$ cat src/rtl/pcr_cfg_map.svh
`ifndef PCR_CFG_MAP_SVH
`define PCR_CFG_MAP_SVH
// Register word offsets (byte addresses on the configuration bus).
`define PCR_OFF_CMD_STAT     8'h04
`define PCR_OFF_CLASS        8'h08
`define PCR_OFF_LAT_LINE     8'h0c
`define PCR_OFF_IO_BASE      8'h10
`define PCR_OFF_MEM_BASE     8'h14
`define PCR_OFF_SUBSYS       8'h2c
`define PCR_OFF_ROM_BASE     8'h30
`define PCR_OFF_CAP_PTR      8'h34
`define PCR_OFF_INT_TIMING   8'h3c
`define PCR_OFF_SCRATCH      8'h40
`define PCR_OFF_SIGNATURE    8'h80
`define PCR_OFF_POWER_CAP    8'hc0
// Status and command bit positions.
`define PCR_BIT_PAR_SEEN     31
`define PCR_BIT_SERR_SIG     30
`define PCR_BIT_MABORT       29
`define PCR_BIT_TABORT       28
`define PCR_BIT_DPR          24
`define PCR_BIT_B2B          23
`define PCR_BIT_CAPLIST      20
`define PCR_BIT_SERR_EN      8
`define PCR_BIT_PAR_EN       6
`define PCR_BIT_MASTER_EN    2
`define PCR_BIT_MEM_EN       1
`define PCR_BIT_IO_CTL       0
// Constant field values.
`define PCR_DEVSEL_SPEED     2'h1
`define PCR_BASE_CLASS       8'h02
`define PCR_SUB_CLASS        8'h00
`define PCR_CAP_PTR_VAL      8'hc0
`define PCR_INT_PIN_VAL      8'h01
`define PCR_PME_SUPPORT      5'h1f
`define PCR_AUX_CURRENT      3'h2
`define PCR_PM_LOW_HALF      16'h0201
`endif

$ cat src/rtl/pcr_pkg.sv
package pcr_pkg;
	typedef enum logic [1:0] {
		PCR_LT_IDLE,
		PCR_LT_COUNT,
		PCR_LT_EXPIRED
	} pcr_lt_state_t;
endpackage

$ cat src/rtl/pcr_config_regs.sv
// Function
// Parity-error-seen bit sets on any detected parity error, regardless of enable.
// System-error-signalled bit sets whenever the device drove the system error output.
// Master-abort and target-abort received bits set when own master transaction ends so.
// Device-select speed field is read-only and always reads 01.
// Data-parity-reported sets only on PERR involvement, while master, with parity response on.
// Back-to-back capable bit is read-only and always one.
// Capability-list bit mirrors controller command register bit 19.
// With system-error response enabled, address parity error drives the system error output.
// Parity response off ignores errors; on raises fatal bit 13 of controller status.
// Command bit 2 gates bus mastering, bit 1 gates memory decode; reset zero.
// I/O decode control bit: zero enables, one disables; resets to zero.
// Class code reads base class 02h and subclass 00h, read-only.
// Low class byte holds read-only revision nibble over step nibble.
// Latency timer counts clocks from frame start; on expiry stop when grant drops.
// Cache line size byte is read/write, in doublewords; 8, 16, 32 supported.
// I/O base stores bits 31..8 writable; bit 0 reads one.
// Memory base stores bits 31..10 writable; bits 9..0 read zero.
// Subsystem identity fields are read-only, loaded from serial EEPROM after reset.
// Boot ROM base bits 31..17 writable, 16..1 zero; all ones reads fffe0001.
// Boot ROM decodes only when its enable and memory decode enable are both one.
// Max latency and min grant read-only from EEPROM; interrupt pin reports INTA.
// Power capability reports PME from all states, D1, D2, aux 010b, no special init.
// Hardware reset restores defaults; controller software reset leaves registers unchanged.
// Byte, word and doubleword accesses are all accepted.
// Driver scratch byte is freely read/write, undefined at power-up, kept on soft reset.
`timescale 1ns/1ps
`include "pcr_cfg_map.svh"

module pcr_config_regs
	import pcr_pkg::*;
#(
	parameter logic [3:0] REVISION_NUM = 4'h1, // Arbitrary revision code.
	parameter logic [3:0] STEP_NUM     = 4'h1, // Arbitrary step code.
	parameter logic [31:0] SIGNATURE   = 32'h5a5a_a5a5 // Arbitrary identity value.
) (
	input  wire logic        clk_i,
	input  wire logic        rst_i,
	input  wire logic        cfg_wr_i,
	input  wire logic        cfg_rd_i,
	input  wire logic [7:0]  cfg_addr_i,
	input  wire logic [3:0]  cfg_be_i,
	input  wire logic [31:0] cfg_wdata_i,
	output logic      [31:0] cfg_rdata_o,
	input  wire logic        eeprom_load_i,
	input  wire logic [15:0] eeprom_subsys_id_i,
	input  wire logic [15:0] eeprom_subsys_vendor_i,
	input  wire logic [7:0]  eeprom_max_lat_i,
	input  wire logic [7:0]  eeprom_min_gnt_i,
	input  wire logic        cap_list_enable_i,
	input  wire logic        parity_err_i,
	input  wire logic        addr_parity_err_i,
	input  wire logic        perr_involved_i,
	input  wire logic        master_active_i,
	input  wire logic        master_abort_i,
	input  wire logic        target_abort_i,
	input  wire logic        frame_start_i,
	input  wire logic        frame_active_i,
	input  wire logic        gnt_n_i,
	output logic             serr_o,
	output logic             fatal_bus_error_o,
	output logic             master_stop_o,
	output logic             bus_master_enable_o,
	output logic             memory_decode_enable_o,
	output logic             io_decode_enable_o,
	output logic             boot_rom_decode_o,
	output logic      [7:0]  cache_line_words_o,
	output logic      [23:0] io_base_o,
	output logic      [21:0] mem_base_o,
	output logic      [13:0] rom_base_o
);

	// Byte-lane merge shared by the command, I/O base, memory base and boot ROM words.
	function automatic logic [31:0] merge_bytes(input logic [31:0] old_v,
			input logic [31:0] new_v, input logic [3:0] be);
		logic [31:0] res;
		res = old_v;
		for (int i = 0; i < 4; i++) begin
			if (be[i]) begin
				res[i*8 +: 8] = new_v[i*8 +: 8];
			end
		end
		return res;
	endfunction

	// Address match for one decoded offset, on word address bits 7..2.
	function automatic logic hit(input logic [7:0] addr, input logic [7:0] off);
		return addr[7:2] == off[7:2];
	endfunction

	logic [31:0]   cmd_word;
	logic [15:0]   cmd_r;
	logic          par_seen_r;
	logic          serr_sig_r;
	logic          mabort_r;
	logic          tabort_r;
	logic          dpr_r;
	logic [7:0]    lat_timer_r;
	logic [7:0]    cache_line_r;
	logic [23:0]   io_base_r;
	logic [21:0]   mem_base_r;
	logic [14:0]   rom_base_r;
	logic          rom_en_r;
	logic [7:0]    int_line_r;
	logic [7:0]    scratch_r;
	logic [15:0]   subsys_id_r;
	logic [15:0]   subsys_vendor_r;
	logic [7:0]    max_lat_r;
	logic [7:0]    min_gnt_r;
	logic [7:0]    lt_count_r;
	pcr_lt_state_t lt_state_r;
	logic          serr_now;
	logic [31:0]   wmerge;
	logic [31:0]   status_clr;
	logic [31:0]   cmd_merge;
	logic [31:0]   io_merge;
	logic [31:0]   mem_merge;
	logic [31:0]   rom_merge;

	// The host sees one flat 32-bit word per offset, but only a few of its bits
	// are flip-flops. The command and base address words are therefore rebuilt in full
	// from their stored bits and constant bits, merged lane by lane with the incoming
	// data, and only the implemented slice is kept. This keeps byte, word and
	// doubleword writes behaving the same way for every register.
	//
	// A hazard worth knowing: the constant bits that take part in the merge are
	// thrown away afterwards, so a write can never turn a read-only bit into a
	// stored one. Anything that must read back differently has to be a real
	// flip-flop below, not a constant in the merge.
	assign cmd_word = {16'h0000, cmd_r};
	assign wmerge   = merge_bytes(32'h0000_0000, cfg_wdata_i, cfg_be_i);

	// Merged images of the command, I/O, memory and boot ROM words; the owning process keeps its slice.
	assign cmd_merge = merge_bytes(cmd_word, cfg_wdata_i, cfg_be_i);
	assign io_merge  = merge_bytes({io_base_r, 8'h01}, cfg_wdata_i, cfg_be_i);
	assign mem_merge = merge_bytes({mem_base_r, 10'h000}, cfg_wdata_i, cfg_be_i);
	assign rom_merge = merge_bytes({rom_base_r, 16'h0000, rom_en_r}, cfg_wdata_i,
		cfg_be_i);

	// Status clear mask: only a write to the command and status word clears
	// anything, and only in the lanes that were enabled. Disabled lanes merge as
	// zero, which is why a status flag survives a byte write to the command half.
	assign status_clr = (cfg_wr_i && hit(cfg_addr_i, `PCR_OFF_CMD_STAT)) ? wmerge
		: 32'h0000_0000;

	// Command word: only implemented bits are writable; hardware reset clears all.
	always_ff @(posedge clk_i or posedge rst_i) begin
		if (rst_i) begin
			cmd_r <= 16'h0000;
		end else if (cfg_wr_i && hit(cfg_addr_i, `PCR_OFF_CMD_STAT)) begin
			cmd_r <= cmd_merge[15:0] & 16'h0147;
		end
	end

	assign bus_master_enable_o    = cmd_r[`PCR_BIT_MASTER_EN];
	assign memory_decode_enable_o = cmd_r[`PCR_BIT_MEM_EN];
	assign io_decode_enable_o     = ~cmd_r[`PCR_BIT_IO_CTL];
	assign boot_rom_decode_o      = rom_en_r & cmd_r[`PCR_BIT_MEM_EN];

	// System error output; registered so it is a clean level for one cycle.
	assign serr_now = addr_parity_err_i & cmd_r[`PCR_BIT_SERR_EN];
	always_ff @(posedge clk_i or posedge rst_i) begin
		if (rst_i) begin
			serr_o            <= 1'b0;
			fatal_bus_error_o <= 1'b0;
		end else begin
			serr_o            <= serr_now;
			fatal_bus_error_o <= parity_err_i & cmd_r[`PCR_BIT_PAR_EN];
		end
	end

	// Sticky status flags: write one clears, and a new event in the same cycle wins.
	// Letting the event win means software can never lose an error that arrives
	// while it is acknowledging an earlier one; at worst it sees the flag again.
	// The flags are set from single-cycle event inputs, so whoever drives those
	// must hold each event for at least one full clock.
	always_ff @(posedge clk_i or posedge rst_i) begin
		if (rst_i) begin
			par_seen_r <= 1'b0;
			serr_sig_r <= 1'b0;
			mabort_r   <= 1'b0;
			tabort_r   <= 1'b0;
			dpr_r      <= 1'b0;
		end else begin
			par_seen_r <= parity_err_i | (par_seen_r & ~status_clr[`PCR_BIT_PAR_SEEN]);
			serr_sig_r <= serr_o | (serr_sig_r & ~status_clr[`PCR_BIT_SERR_SIG]);
			mabort_r   <= master_abort_i | (mabort_r & ~status_clr[`PCR_BIT_MABORT]);
			tabort_r   <= target_abort_i | (tabort_r & ~status_clr[`PCR_BIT_TABORT]);
			dpr_r      <= (perr_involved_i & master_active_i & cmd_r[`PCR_BIT_PAR_EN])
				| (dpr_r & ~status_clr[`PCR_BIT_DPR]);
		end
	end

	// Latency timer and cache line size bytes.
	always_ff @(posedge clk_i or posedge rst_i) begin
		if (rst_i) begin
			lat_timer_r  <= 8'h00;
			cache_line_r <= 8'h00;
		end else if (cfg_wr_i && hit(cfg_addr_i, `PCR_OFF_LAT_LINE)) begin
			if (cfg_be_i[1]) begin
				lat_timer_r <= cfg_wdata_i[15:8];
			end
			if (cfg_be_i[0]) begin
				cache_line_r <= cfg_wdata_i[7:0];
			end
		end
	end
	assign cache_line_words_o = cache_line_r;

	// Latency timer: counts from frame start, then asks the master to stop once
	// grant is withdrawn while the frame is still held.
	// The count is reloaded at every frame start, so a timer value written in the
	// middle of a transaction only takes effect on the next one. A programmed
	// value of zero expires at once, which makes the master give up the bus as
	// soon as grant drops; that is the cheapest setting for other masters.
	// The stop request itself is combinational so it follows grant without lag.
	always_ff @(posedge clk_i or posedge rst_i) begin
		if (rst_i) begin
			lt_state_r <= PCR_LT_IDLE;
			lt_count_r <= 8'h00;
		end else begin
			case (lt_state_r)
				PCR_LT_IDLE: begin
					if (frame_start_i) begin
						lt_count_r <= lat_timer_r;
						lt_state_r <= (lat_timer_r == 8'h00) ? PCR_LT_EXPIRED : PCR_LT_COUNT;
					end
				end
				PCR_LT_COUNT: begin
					if (!frame_active_i) begin
						lt_state_r <= PCR_LT_IDLE;
					end else if (lt_count_r <= 8'h01) begin
						lt_count_r <= 8'h00;
						lt_state_r <= PCR_LT_EXPIRED;
					end else begin
						lt_count_r <= lt_count_r - 8'h01;
					end
				end
				PCR_LT_EXPIRED: begin
					if (!frame_active_i) begin
						lt_state_r <= PCR_LT_IDLE;
					end
				end
				default: begin
					lt_state_r <= PCR_LT_IDLE;
				end
			endcase
		end
	end
	assign master_stop_o = (lt_state_r == PCR_LT_EXPIRED) & frame_active_i & gnt_n_i;

	// Base address registers; unimplemented low bits never store anything.
	// Software sizes each window by writing all ones and reading back: the bits
	// that stay zero tell it how large the window is. The I/O window therefore
	// claims 256 bytes, the memory window 1 KB. The boot ROM window keeps bit 17
	// as a stored bit so that the all-ones probe reads back the expected pattern;
	// decoders downstream only use bits 31..18 of it.
	always_ff @(posedge clk_i or posedge rst_i) begin
		if (rst_i) begin
			io_base_r  <= 24'h000000;
			mem_base_r <= 22'h000000;
			rom_base_r <= 15'h0000;
			rom_en_r   <= 1'b0;
		end else if (cfg_wr_i) begin
			if (hit(cfg_addr_i, `PCR_OFF_IO_BASE)) begin
				io_base_r <= io_merge[31:8];
			end
			if (hit(cfg_addr_i, `PCR_OFF_MEM_BASE)) begin
				mem_base_r <= mem_merge[31:10];
			end
			if (hit(cfg_addr_i, `PCR_OFF_ROM_BASE)) begin
				rom_base_r <= rom_merge[31:17];
				if (cfg_be_i[0]) begin
					rom_en_r <= cfg_wdata_i[0];
				end
			end
		end
	end
	assign io_base_o  = io_base_r;
	assign mem_base_o = mem_base_r;
	assign rom_base_o = rom_base_r[14:1];

	// Interrupt line and driver scratch; the scratch byte has no reset so a
	// controller soft reset or hardware reset never disturbs what a driver left.
	always_ff @(posedge clk_i or posedge rst_i) begin
		if (rst_i) begin
			int_line_r <= 8'h00;
		end else if (cfg_wr_i && hit(cfg_addr_i, `PCR_OFF_INT_TIMING) && cfg_be_i[0]) begin
			int_line_r <= cfg_wdata_i[7:0];
		end
	end
	always_ff @(posedge clk_i) begin
		if (cfg_wr_i && hit(cfg_addr_i, `PCR_OFF_SCRATCH) && cfg_be_i[1]) begin
			scratch_r <= cfg_wdata_i[15:8];
		end
	end

	// Values recalled from the serial EEPROM; the loader pulses after reset.
	// Until that pulse arrives these fields read zero, so software that probes
	// the identity too early sees an empty subsystem rather than stale values.
	// Host writes never reach them: they are read-only from the bus side.
	always_ff @(posedge clk_i or posedge rst_i) begin
		if (rst_i) begin
			subsys_id_r     <= 16'h0000;
			subsys_vendor_r <= 16'h0000;
			max_lat_r       <= 8'h00;
			min_gnt_r       <= 8'h00;
		end else if (eeprom_load_i) begin
			subsys_id_r     <= eeprom_subsys_id_i;
			subsys_vendor_r <= eeprom_subsys_vendor_i;
			max_lat_r       <= eeprom_max_lat_i;
			min_gnt_r       <= eeprom_min_gnt_i;
		end
	end

	// Read data is registered; unmapped offsets read zero.
	// Registering costs one cycle of read latency but keeps the wide read mux
	// off the host's timing path. The data stands until the next read, so the
	// host may take it at any edge after the strobe. Byte enables are ignored
	// on reads: the full word is always returned and the host picks its lanes.
	always_ff @(posedge clk_i or posedge rst_i) begin
		if (rst_i) begin
			cfg_rdata_o <= 32'h0000_0000;
		end else if (cfg_rd_i) begin
			case ({2'b00, cfg_addr_i[7:2]})
				`PCR_OFF_CMD_STAT >> 2: cfg_rdata_o <= {par_seen_r, serr_sig_r, mabort_r,
					tabort_r, 1'b0, `PCR_DEVSEL_SPEED, dpr_r, 1'b1,
					2'b00, cap_list_enable_i, 4'h0, cmd_word[15:0]};
				`PCR_OFF_CLASS >> 2: cfg_rdata_o <= {`PCR_BASE_CLASS, `PCR_SUB_CLASS,
					8'h00, REVISION_NUM, STEP_NUM};
				`PCR_OFF_LAT_LINE >> 2: cfg_rdata_o <= {16'h0000, lat_timer_r, cache_line_r};
				`PCR_OFF_IO_BASE >> 2: cfg_rdata_o <= {io_base_r, 8'h01};
				`PCR_OFF_MEM_BASE >> 2: cfg_rdata_o <= {mem_base_r, 10'h000};
				`PCR_OFF_SUBSYS >> 2: cfg_rdata_o <= {subsys_id_r, subsys_vendor_r};
				`PCR_OFF_ROM_BASE >> 2: cfg_rdata_o <= {rom_base_r, 16'h0000, rom_en_r};
				`PCR_OFF_CAP_PTR >> 2: cfg_rdata_o <= {24'h000000, `PCR_CAP_PTR_VAL};
				`PCR_OFF_INT_TIMING >> 2: cfg_rdata_o <= {max_lat_r, min_gnt_r,
					`PCR_INT_PIN_VAL, int_line_r};
				`PCR_OFF_SCRATCH >> 2: cfg_rdata_o <= {16'h0000, scratch_r, 8'h00};
				`PCR_OFF_SIGNATURE >> 2: cfg_rdata_o <= SIGNATURE;
				`PCR_OFF_POWER_CAP >> 2: cfg_rdata_o <= {`PCR_PME_SUPPORT, 1'b1, 1'b1,
					`PCR_AUX_CURRENT, 1'b0, 5'h00, `PCR_PM_LOW_HALF};
				default: cfg_rdata_o <= 32'h0000_0000;
			endcase
		end
	end

endmodule // pcr_config_regs

$ cat config.mk
export PLATFORM = sky130hd
export DESIGN_NAME = pcr_config_regs
export DESIGN_NICKNAME = d
export VERILOG_FILES = /design/src/rtl/pcr_pkg.sv /design/src/rtl/pcr_config_regs.sv
export VERILOG_INCLUDE_DIRS = /design/src /design/src/rtl
export SDC_FILE = /design/constraint.sdc
export NUM_CORES = 1
export LEC_CHECK = 0
export ABC_CLOCK_PERIOD_IN_PS = 7400
export BUFFER_PORTS_ARGS = -buffer_cell sky130_fd_sc_hd__buf_2
export CORE_UTILIZATION = 40
export CTS_BUF_LIST = sky130_fd_sc_hd__clkbuf_4
export CTS_CLUSTER_DIAMETER = 120
export DETAILED_ROUTE_END_ITERATION = 8
export HOLD_SLACK_MARGIN = 0.05
export PLACE_DENSITY_LB_ADDON = 0.12
export SLEW_MARGIN = 10
export SYNTH_ARGS = -nofsm -noshare
export SYNTH_HDL_FRONTEND = slang
export SYNTH_SLANG_ARGS = --single-unit
$ cat constraint.sdc
create_clock -name clk_i -period 7.4 [get_ports clk_i]
set_input_delay 1.11 -clock clk_i [delete_from_list [all_inputs] [get_ports clk_i]]
set_output_delay 1.11 -clock clk_i [all_outputs]
set_load 0.03 [all_outputs]
* Word level (Yosys, flattened, before mapping)
Cells that the tools add are included.
** Storage, ports and cells
- Logic and storage cells :: 112
- Bits in registers :: 196
- Output and inout port bits :: 107
- Bits of input ports :: 107
** Cells by class
- Bitwise operators :: 23
- Equal/unequal tests :: 18
- $add $sub $neg :: 1
- Muxes and demuxes :: 16
- Magnitude comparators :: 1
- Reduce and logical (&&, ||, !) cells :: 24
** Operators with widths (number)
- one-hot mux 32 bit (12 select lines) :: 1
- two-way mux 8 bit :: 7
- AND reduction 3 bit :: 11
- two-way mux 32 bit :: 1
- equality test 6 x 4 -> 1 bit (second input constant) :: 4
- one-hot mux 8 bit (2 select lines) :: 1
- bitwise AND 1 bit :: 12
- equality test 6 x 2 -> 1 bit (second input constant) :: 2
- equality test 6 x 3 -> 1 bit (second input constant) :: 2
- equality test 6 bit (second input constant) :: 2
- two-way mux 2 bit :: 5
- <= comparator 8 x 1 -> 1 bit (second input constant) :: 1
- logical NOT 8 bit :: 1
- AND reduction 2 bit :: 4
- subtractor 8 x 1 -> 8 bit (second input constant) :: 1
- equality test 6 x 1 -> 1 bit (second input constant) :: 1
- equality test 6 x 5 -> 1 bit (second input constant) :: 1
- logical AND 1 bit :: 6
- != test 2 bit (second input constant) :: 3
- NOT 1 bit :: 6
- one-hot mux 2 bit (3 select lines) :: 1
- OR 1 bit :: 5
- != test 3 bit (second input constant) :: 1
- equality test 2 x 1 -> 1 bit (second input constant) :: 1
- 3 further kinds :: 3

* Logic depth before layout (Yosys ltp)
- Word-level depth :: 6
- Depth in mapped cells :: 7
- Depth with buffers taken out :: 6

* Least setup slack after synthesis
Ideal clock, no wire load.
- Path type :: in2reg
- Start :: input port cfg_addr_i[2]
- End :: register scratch_r[0] (enable)
- Arrival time :: 2.655 ns
- Slack :: 4.413 ns
- Path buffers :: 2
- Setup time :: 0.332 ns
- Required time :: 7.068 ns
- Stages on the path :: 5
- Path through :: clkbuf_1 or4_1 buf_2 nor3b_2 and3_1
** On the way
- Longest elaborated chain between the ends :: 3
** Ends and longest elaborated chain
- start, declared :: RTL line pcr_config_regs.sv:41 : input wire logic [7:0] cfg_addr_i,
- equality test 6 x 5 -> 1 bit :: RTL line pcr_config_regs.sv:88 : return addr[7:2] == off[7:2];
- logical AND 1 bit (2 in a row) :: RTL line pcr_config_regs.sv:293 : if (cfg_wr_i && hit(cfg_addr_i, `PCR_OFF_SCRATCH) && cfg_be_i[1]) begin
- end signal, assigned :: RTL line pcr_config_regs.sv:294 : scratch_r <= cfg_wdata_i[15:8];
- end, declared :: RTL line pcr_config_regs.sv:105 : logic [7:0] scratch_r;
Every way passes these cells.
A chain may end at the register's enable or synchronous reset.

* Final worst setup path
- Start :: input port cfg_addr_i[5]
- End :: register io_base_r[1], in the netlist io_base_o[1]
** On the way
- Longest elaborated chain between the ends :: 2
** Ends and longest elaborated chain
- equality test 6 x 3 -> 1 bit :: RTL line pcr_config_regs.sv:88
- AND reduction 3 bit (no source line)
- end signal, assigned :: RTL line pcr_config_regs.sv:266 : io_base_r <= io_merge[31:8];
- end, declared :: RTL line pcr_config_regs.sv:100 : logic [23:0] io_base_r;
Every way passes these cells.

==> metrics.md <==
| Metric | Value |
|---|---|
| Status | `finished clean` |
| Final wirelength | `26.3 mm` |
| DRT iter0 DRCs | `355` |
| CP cell instances | `buf_2 -> or4b_1 -> nor2_4 -> nand3_2 -> mux2_1` |
| Post-synth EDFFs | `8` |
| Synth Warn # | `0` |
| Pleak | `between 4 and 5 nW` |
| Clock buffer count from CTS | `17` |
| Synth Register Bits | `196` |
| Setup TNS | `0 ns` |
| Setup Viol. Count Final | `0` |
| Max Fclk | `0.307 GHz` |
| Share of layout cells above drive strength 1 | `between 40% and 50%` |
| Drt first pass iters | `5` |
| DR vias/cell | `5.59` |
| Crit-path slowest cell | `or4b_1` |
| Mapped Area | `8870 µm²` |
| Number of remaining DRC errors | `0` |
| Power per cell area | `226 nW/µm²` |
| Clock latency on the worst-skew pair | `between 0.5 and 0.6 ns` |
| Ys async rst share | `95.9%` |
| WP data arrival | `around 3.7 ns` |
| Slew headroom | `25.7%` |
| FF-to-FF path depth | `6` |
| Post-Syn Instances | `713` |
| Worst hold path type | `reg2reg` |
| Area leader, netlist | `dfrtp_1` |
| Ranking of synthesized cells by area | `dfrtp_1 (53%), mux2_2 (17%), edfxtp_1 (2.7%), a22oi_1 (1.9%), a221oi_1 (1.7%)` |
| Die footprint | `approximately 23,000 µm²` |
| Worst Setup Start Kind | `primary input` |
| Setup Skew | `~0.018 ns` |
| Max rail drop VDD | `0.000116 V` |
| Mapped Avg Cell Area | `12.4 µm²` |
| Sequential area share after synthesis | `55.8%` |
| Die Y-Extent | `151 µm` |
| Worst slew pin tran | `1.10 ns` |
| RePlAce Congestion | `0.769` |
| Area growth from synthesis to layout | `16.9%` |
| Initial antenna violation count | `2` |
| TritonCTS clock tree | `built` |
| Final net count | `1,003` |
| Worst hold slack | `0.501 ns` |
| Antenna Violating Nets Remaining | `0` |
| Top_reg_cell synth | `dfrtp_1` |
| Reg clk slew, reported paths | `0.15 ns` |
| Post-CTS Resized | `0` |
| Worst setup endpoint | `io_base_o[1]` |
| Crit Path Max Fanout | `19` |
| # IOs | `214` |
| Port bufs | `211` |
| Post-synth cell types | `64` |
| First-pass GRT wire length | `40.2 mm` |
| Fillers | `2,102` |
| Area fraction of the dominant cell type after synthesis | `about 53%` |
| Pre-CTS WS | `~3.5 ns` |
| Worst Setup End Kind | `flop` |
| Fin cells | `approximately 1,200` |
| Longest Clk Path Bufs | `2` |
| Count leader, synth | `dfrtp_1` |
| Max cap viols | `0` |
| Clock Sinks | `196` |
| Root Driver | `clkbuf_4` |
| Hold Fails Final Rpt | `0` |
| CP delay by family, top | `simple AND/OR/NAND/NOR gates` |
| Setup crit start | `cfg_addr_i[5]` |
| Total track usage | `a little under a quarter` |
| Reg2reg setup slack | `5.51 ns` |
| Reg-to-Reg Start | `lt_count_r[0]` |
| Worst R2R End | `lt_count_r[4]` |
| Via count | `6,649` |
| Max H-tree Level | `4` |
| Crit path buf inv count | `1` |
| Final max-slew violation count | `0` |
| Pin count of the biggest net entering global routing | `~110` |
| Number of global-route vias before repair | `6,695` |
| Crit share post-route | `44.0%` |
| GRT overflow | `0` |
| Worst EP required | `slightly below 8 ns` |
| Net Count, Synth | `822` |
| Die X-Extent | `151 µm` |
| Setup ws final | `4.14 ns` |
| Cell Area, Placed | `10,100 µm²` |
| Core ar. | `21,800 µm²` |
| Initial core utilization | `40.8%` |
| Post-Layout Inst Area | `10,400 µm²` |
| Rows | `54` |
| Largest stage delay on the critical path | `around 0.97 ns` |
| Drt wl/cell | `between 20 and 25 µm` |
| Final HPWL DP | `17.5 mm` |
| Hold bufs inserted after CTS | `0` |
| Most frequent cells after synthesis | `dfrtp_1 (188), mux2_2 (132), nor2_1 (36), clkbuf_1 (28), nand2_1 (26)` |
| Final min period | `3.26 ns` |
| Setup Crit Path Kind | `in2reg` |
| RSZ-0062 raised after global routing | `false` |
| Crit path depth | `5` |
| Setup bufs post-CTS | `0` |
| Dpl cells | `1,155` |
-- layout by cell type (no fill, tap or decap), types with 12 or more instances in the layout --
cell type,instances
mux2_2,132
a31oi_1,17
and3_1,12
inv_1,13
a21oi_1,19
o21ai_0,22
dfrtp_1,188
a221oi_1,17
a22o_1,13
nand2_1,26
clkbuf_4,18
a22oi_1,23
nor2_1,35
buf_2,211
nor3_1,15
-- stage by stage --
stage	utilization, %	power (mW)
after global routing	47.6	2.46
final	47.7	2.34
after global placement	46.3	1.77
after CTS	47.6	2.36
after detailed placement	46.3	1.78
after floorplan	-	1.62
-- state kept, by name, summed over array words and instances, names as in the netlist --
register / count
tabort_r: 1
lt_state_r: 2
serr_o: 1
scratch_r: 8
io_base_o: 24
lt_count_r: 8
cmd_r: 5
serr_sig_r: 1
fatal_bus_error_o: 1
rom_base_r: 15
int_line_r: 8
dpr_r: 1
rom_en_r: 1
mabort_r: 1
par_seen_r: 1
subsys_id_r: 16
cfg_rdata_o: 32
cache_line_words_o: 8
mem_base_o: 22
lat_timer_r: 8
subsys_vendor_r: 16
min_gnt_r: 8
max_lat_r: 8
-- cell families after synthesis --
logic type / Yosys count / share of synthesized area, %
AOI/OAI and AO/OA: 160 / 13.3
xor gates and xnor gates: 1 / 0.0988
adders and majority gates: 2 / 0.282
buffers and inverters: 74 / 3.96
DFF: 196 / 55.8
muxes: 142 / 17.9
and+or+nand+nor: 138 / 8.70
-- final cells by class --
class / instances / area, µm² / share of cell area, %
clock inverters: 14 / 145 / 1.40
diodes: 3 / 7.51 / 0.0724
inverters: 15 / 63.8 / 0.615
clock buffers: 18 / 135 / 1.30
flip-flops and latches: 196 / 4940 / 47.7
repair buffers: 221 / 1130 / 10.9
multi-input cells: 443 / 3590 / 34.6
well taps: 280 / 350 / 3.38
-- per-layer routing --
metal / GRT usage, % / vias up / share of wire (%)
met4: 5.60 / 2 / 1.0
li1: - / 3036 / -
met2: 37.1 / 189 / 46
met5: 0 / - / 0.049
met1: 33.5 / 3402 / 47
met3: 6.05 / 20 / 5.9
-- power breakdown --
group	switching, mW	internal [mW]
Clock	0.406	0.182
Sequential	0.0838	1.18
Combinational	0.305	0.189
Total	0.794	1.55
-- worst min-delay path by stage --
| stage | endpoint | startpoint | cells after the start | slack (ns) |
|---|---|---|---|---|
| global route | serr_sig_r | serr_sig_r | 1 | 0.53 |
| detailed placement | cfg_rdata_o[16] | cfg_rdata_o[16] | 1 | 0.47 |
| floorplan | mabort_r | mabort_r | 1 | 0.45 |
| finish | cfg_rdata_o[16] | cfg_rdata_o[16] | 1 | 0.50 |
| global placement | serr_sig_r | serr_sig_r | 1 | 0.46 |
| CTS | cfg_rdata_o[16] | cfg_rdata_o[16] | 1 | 0.51 |
Power figures use the tool's default switching activity.
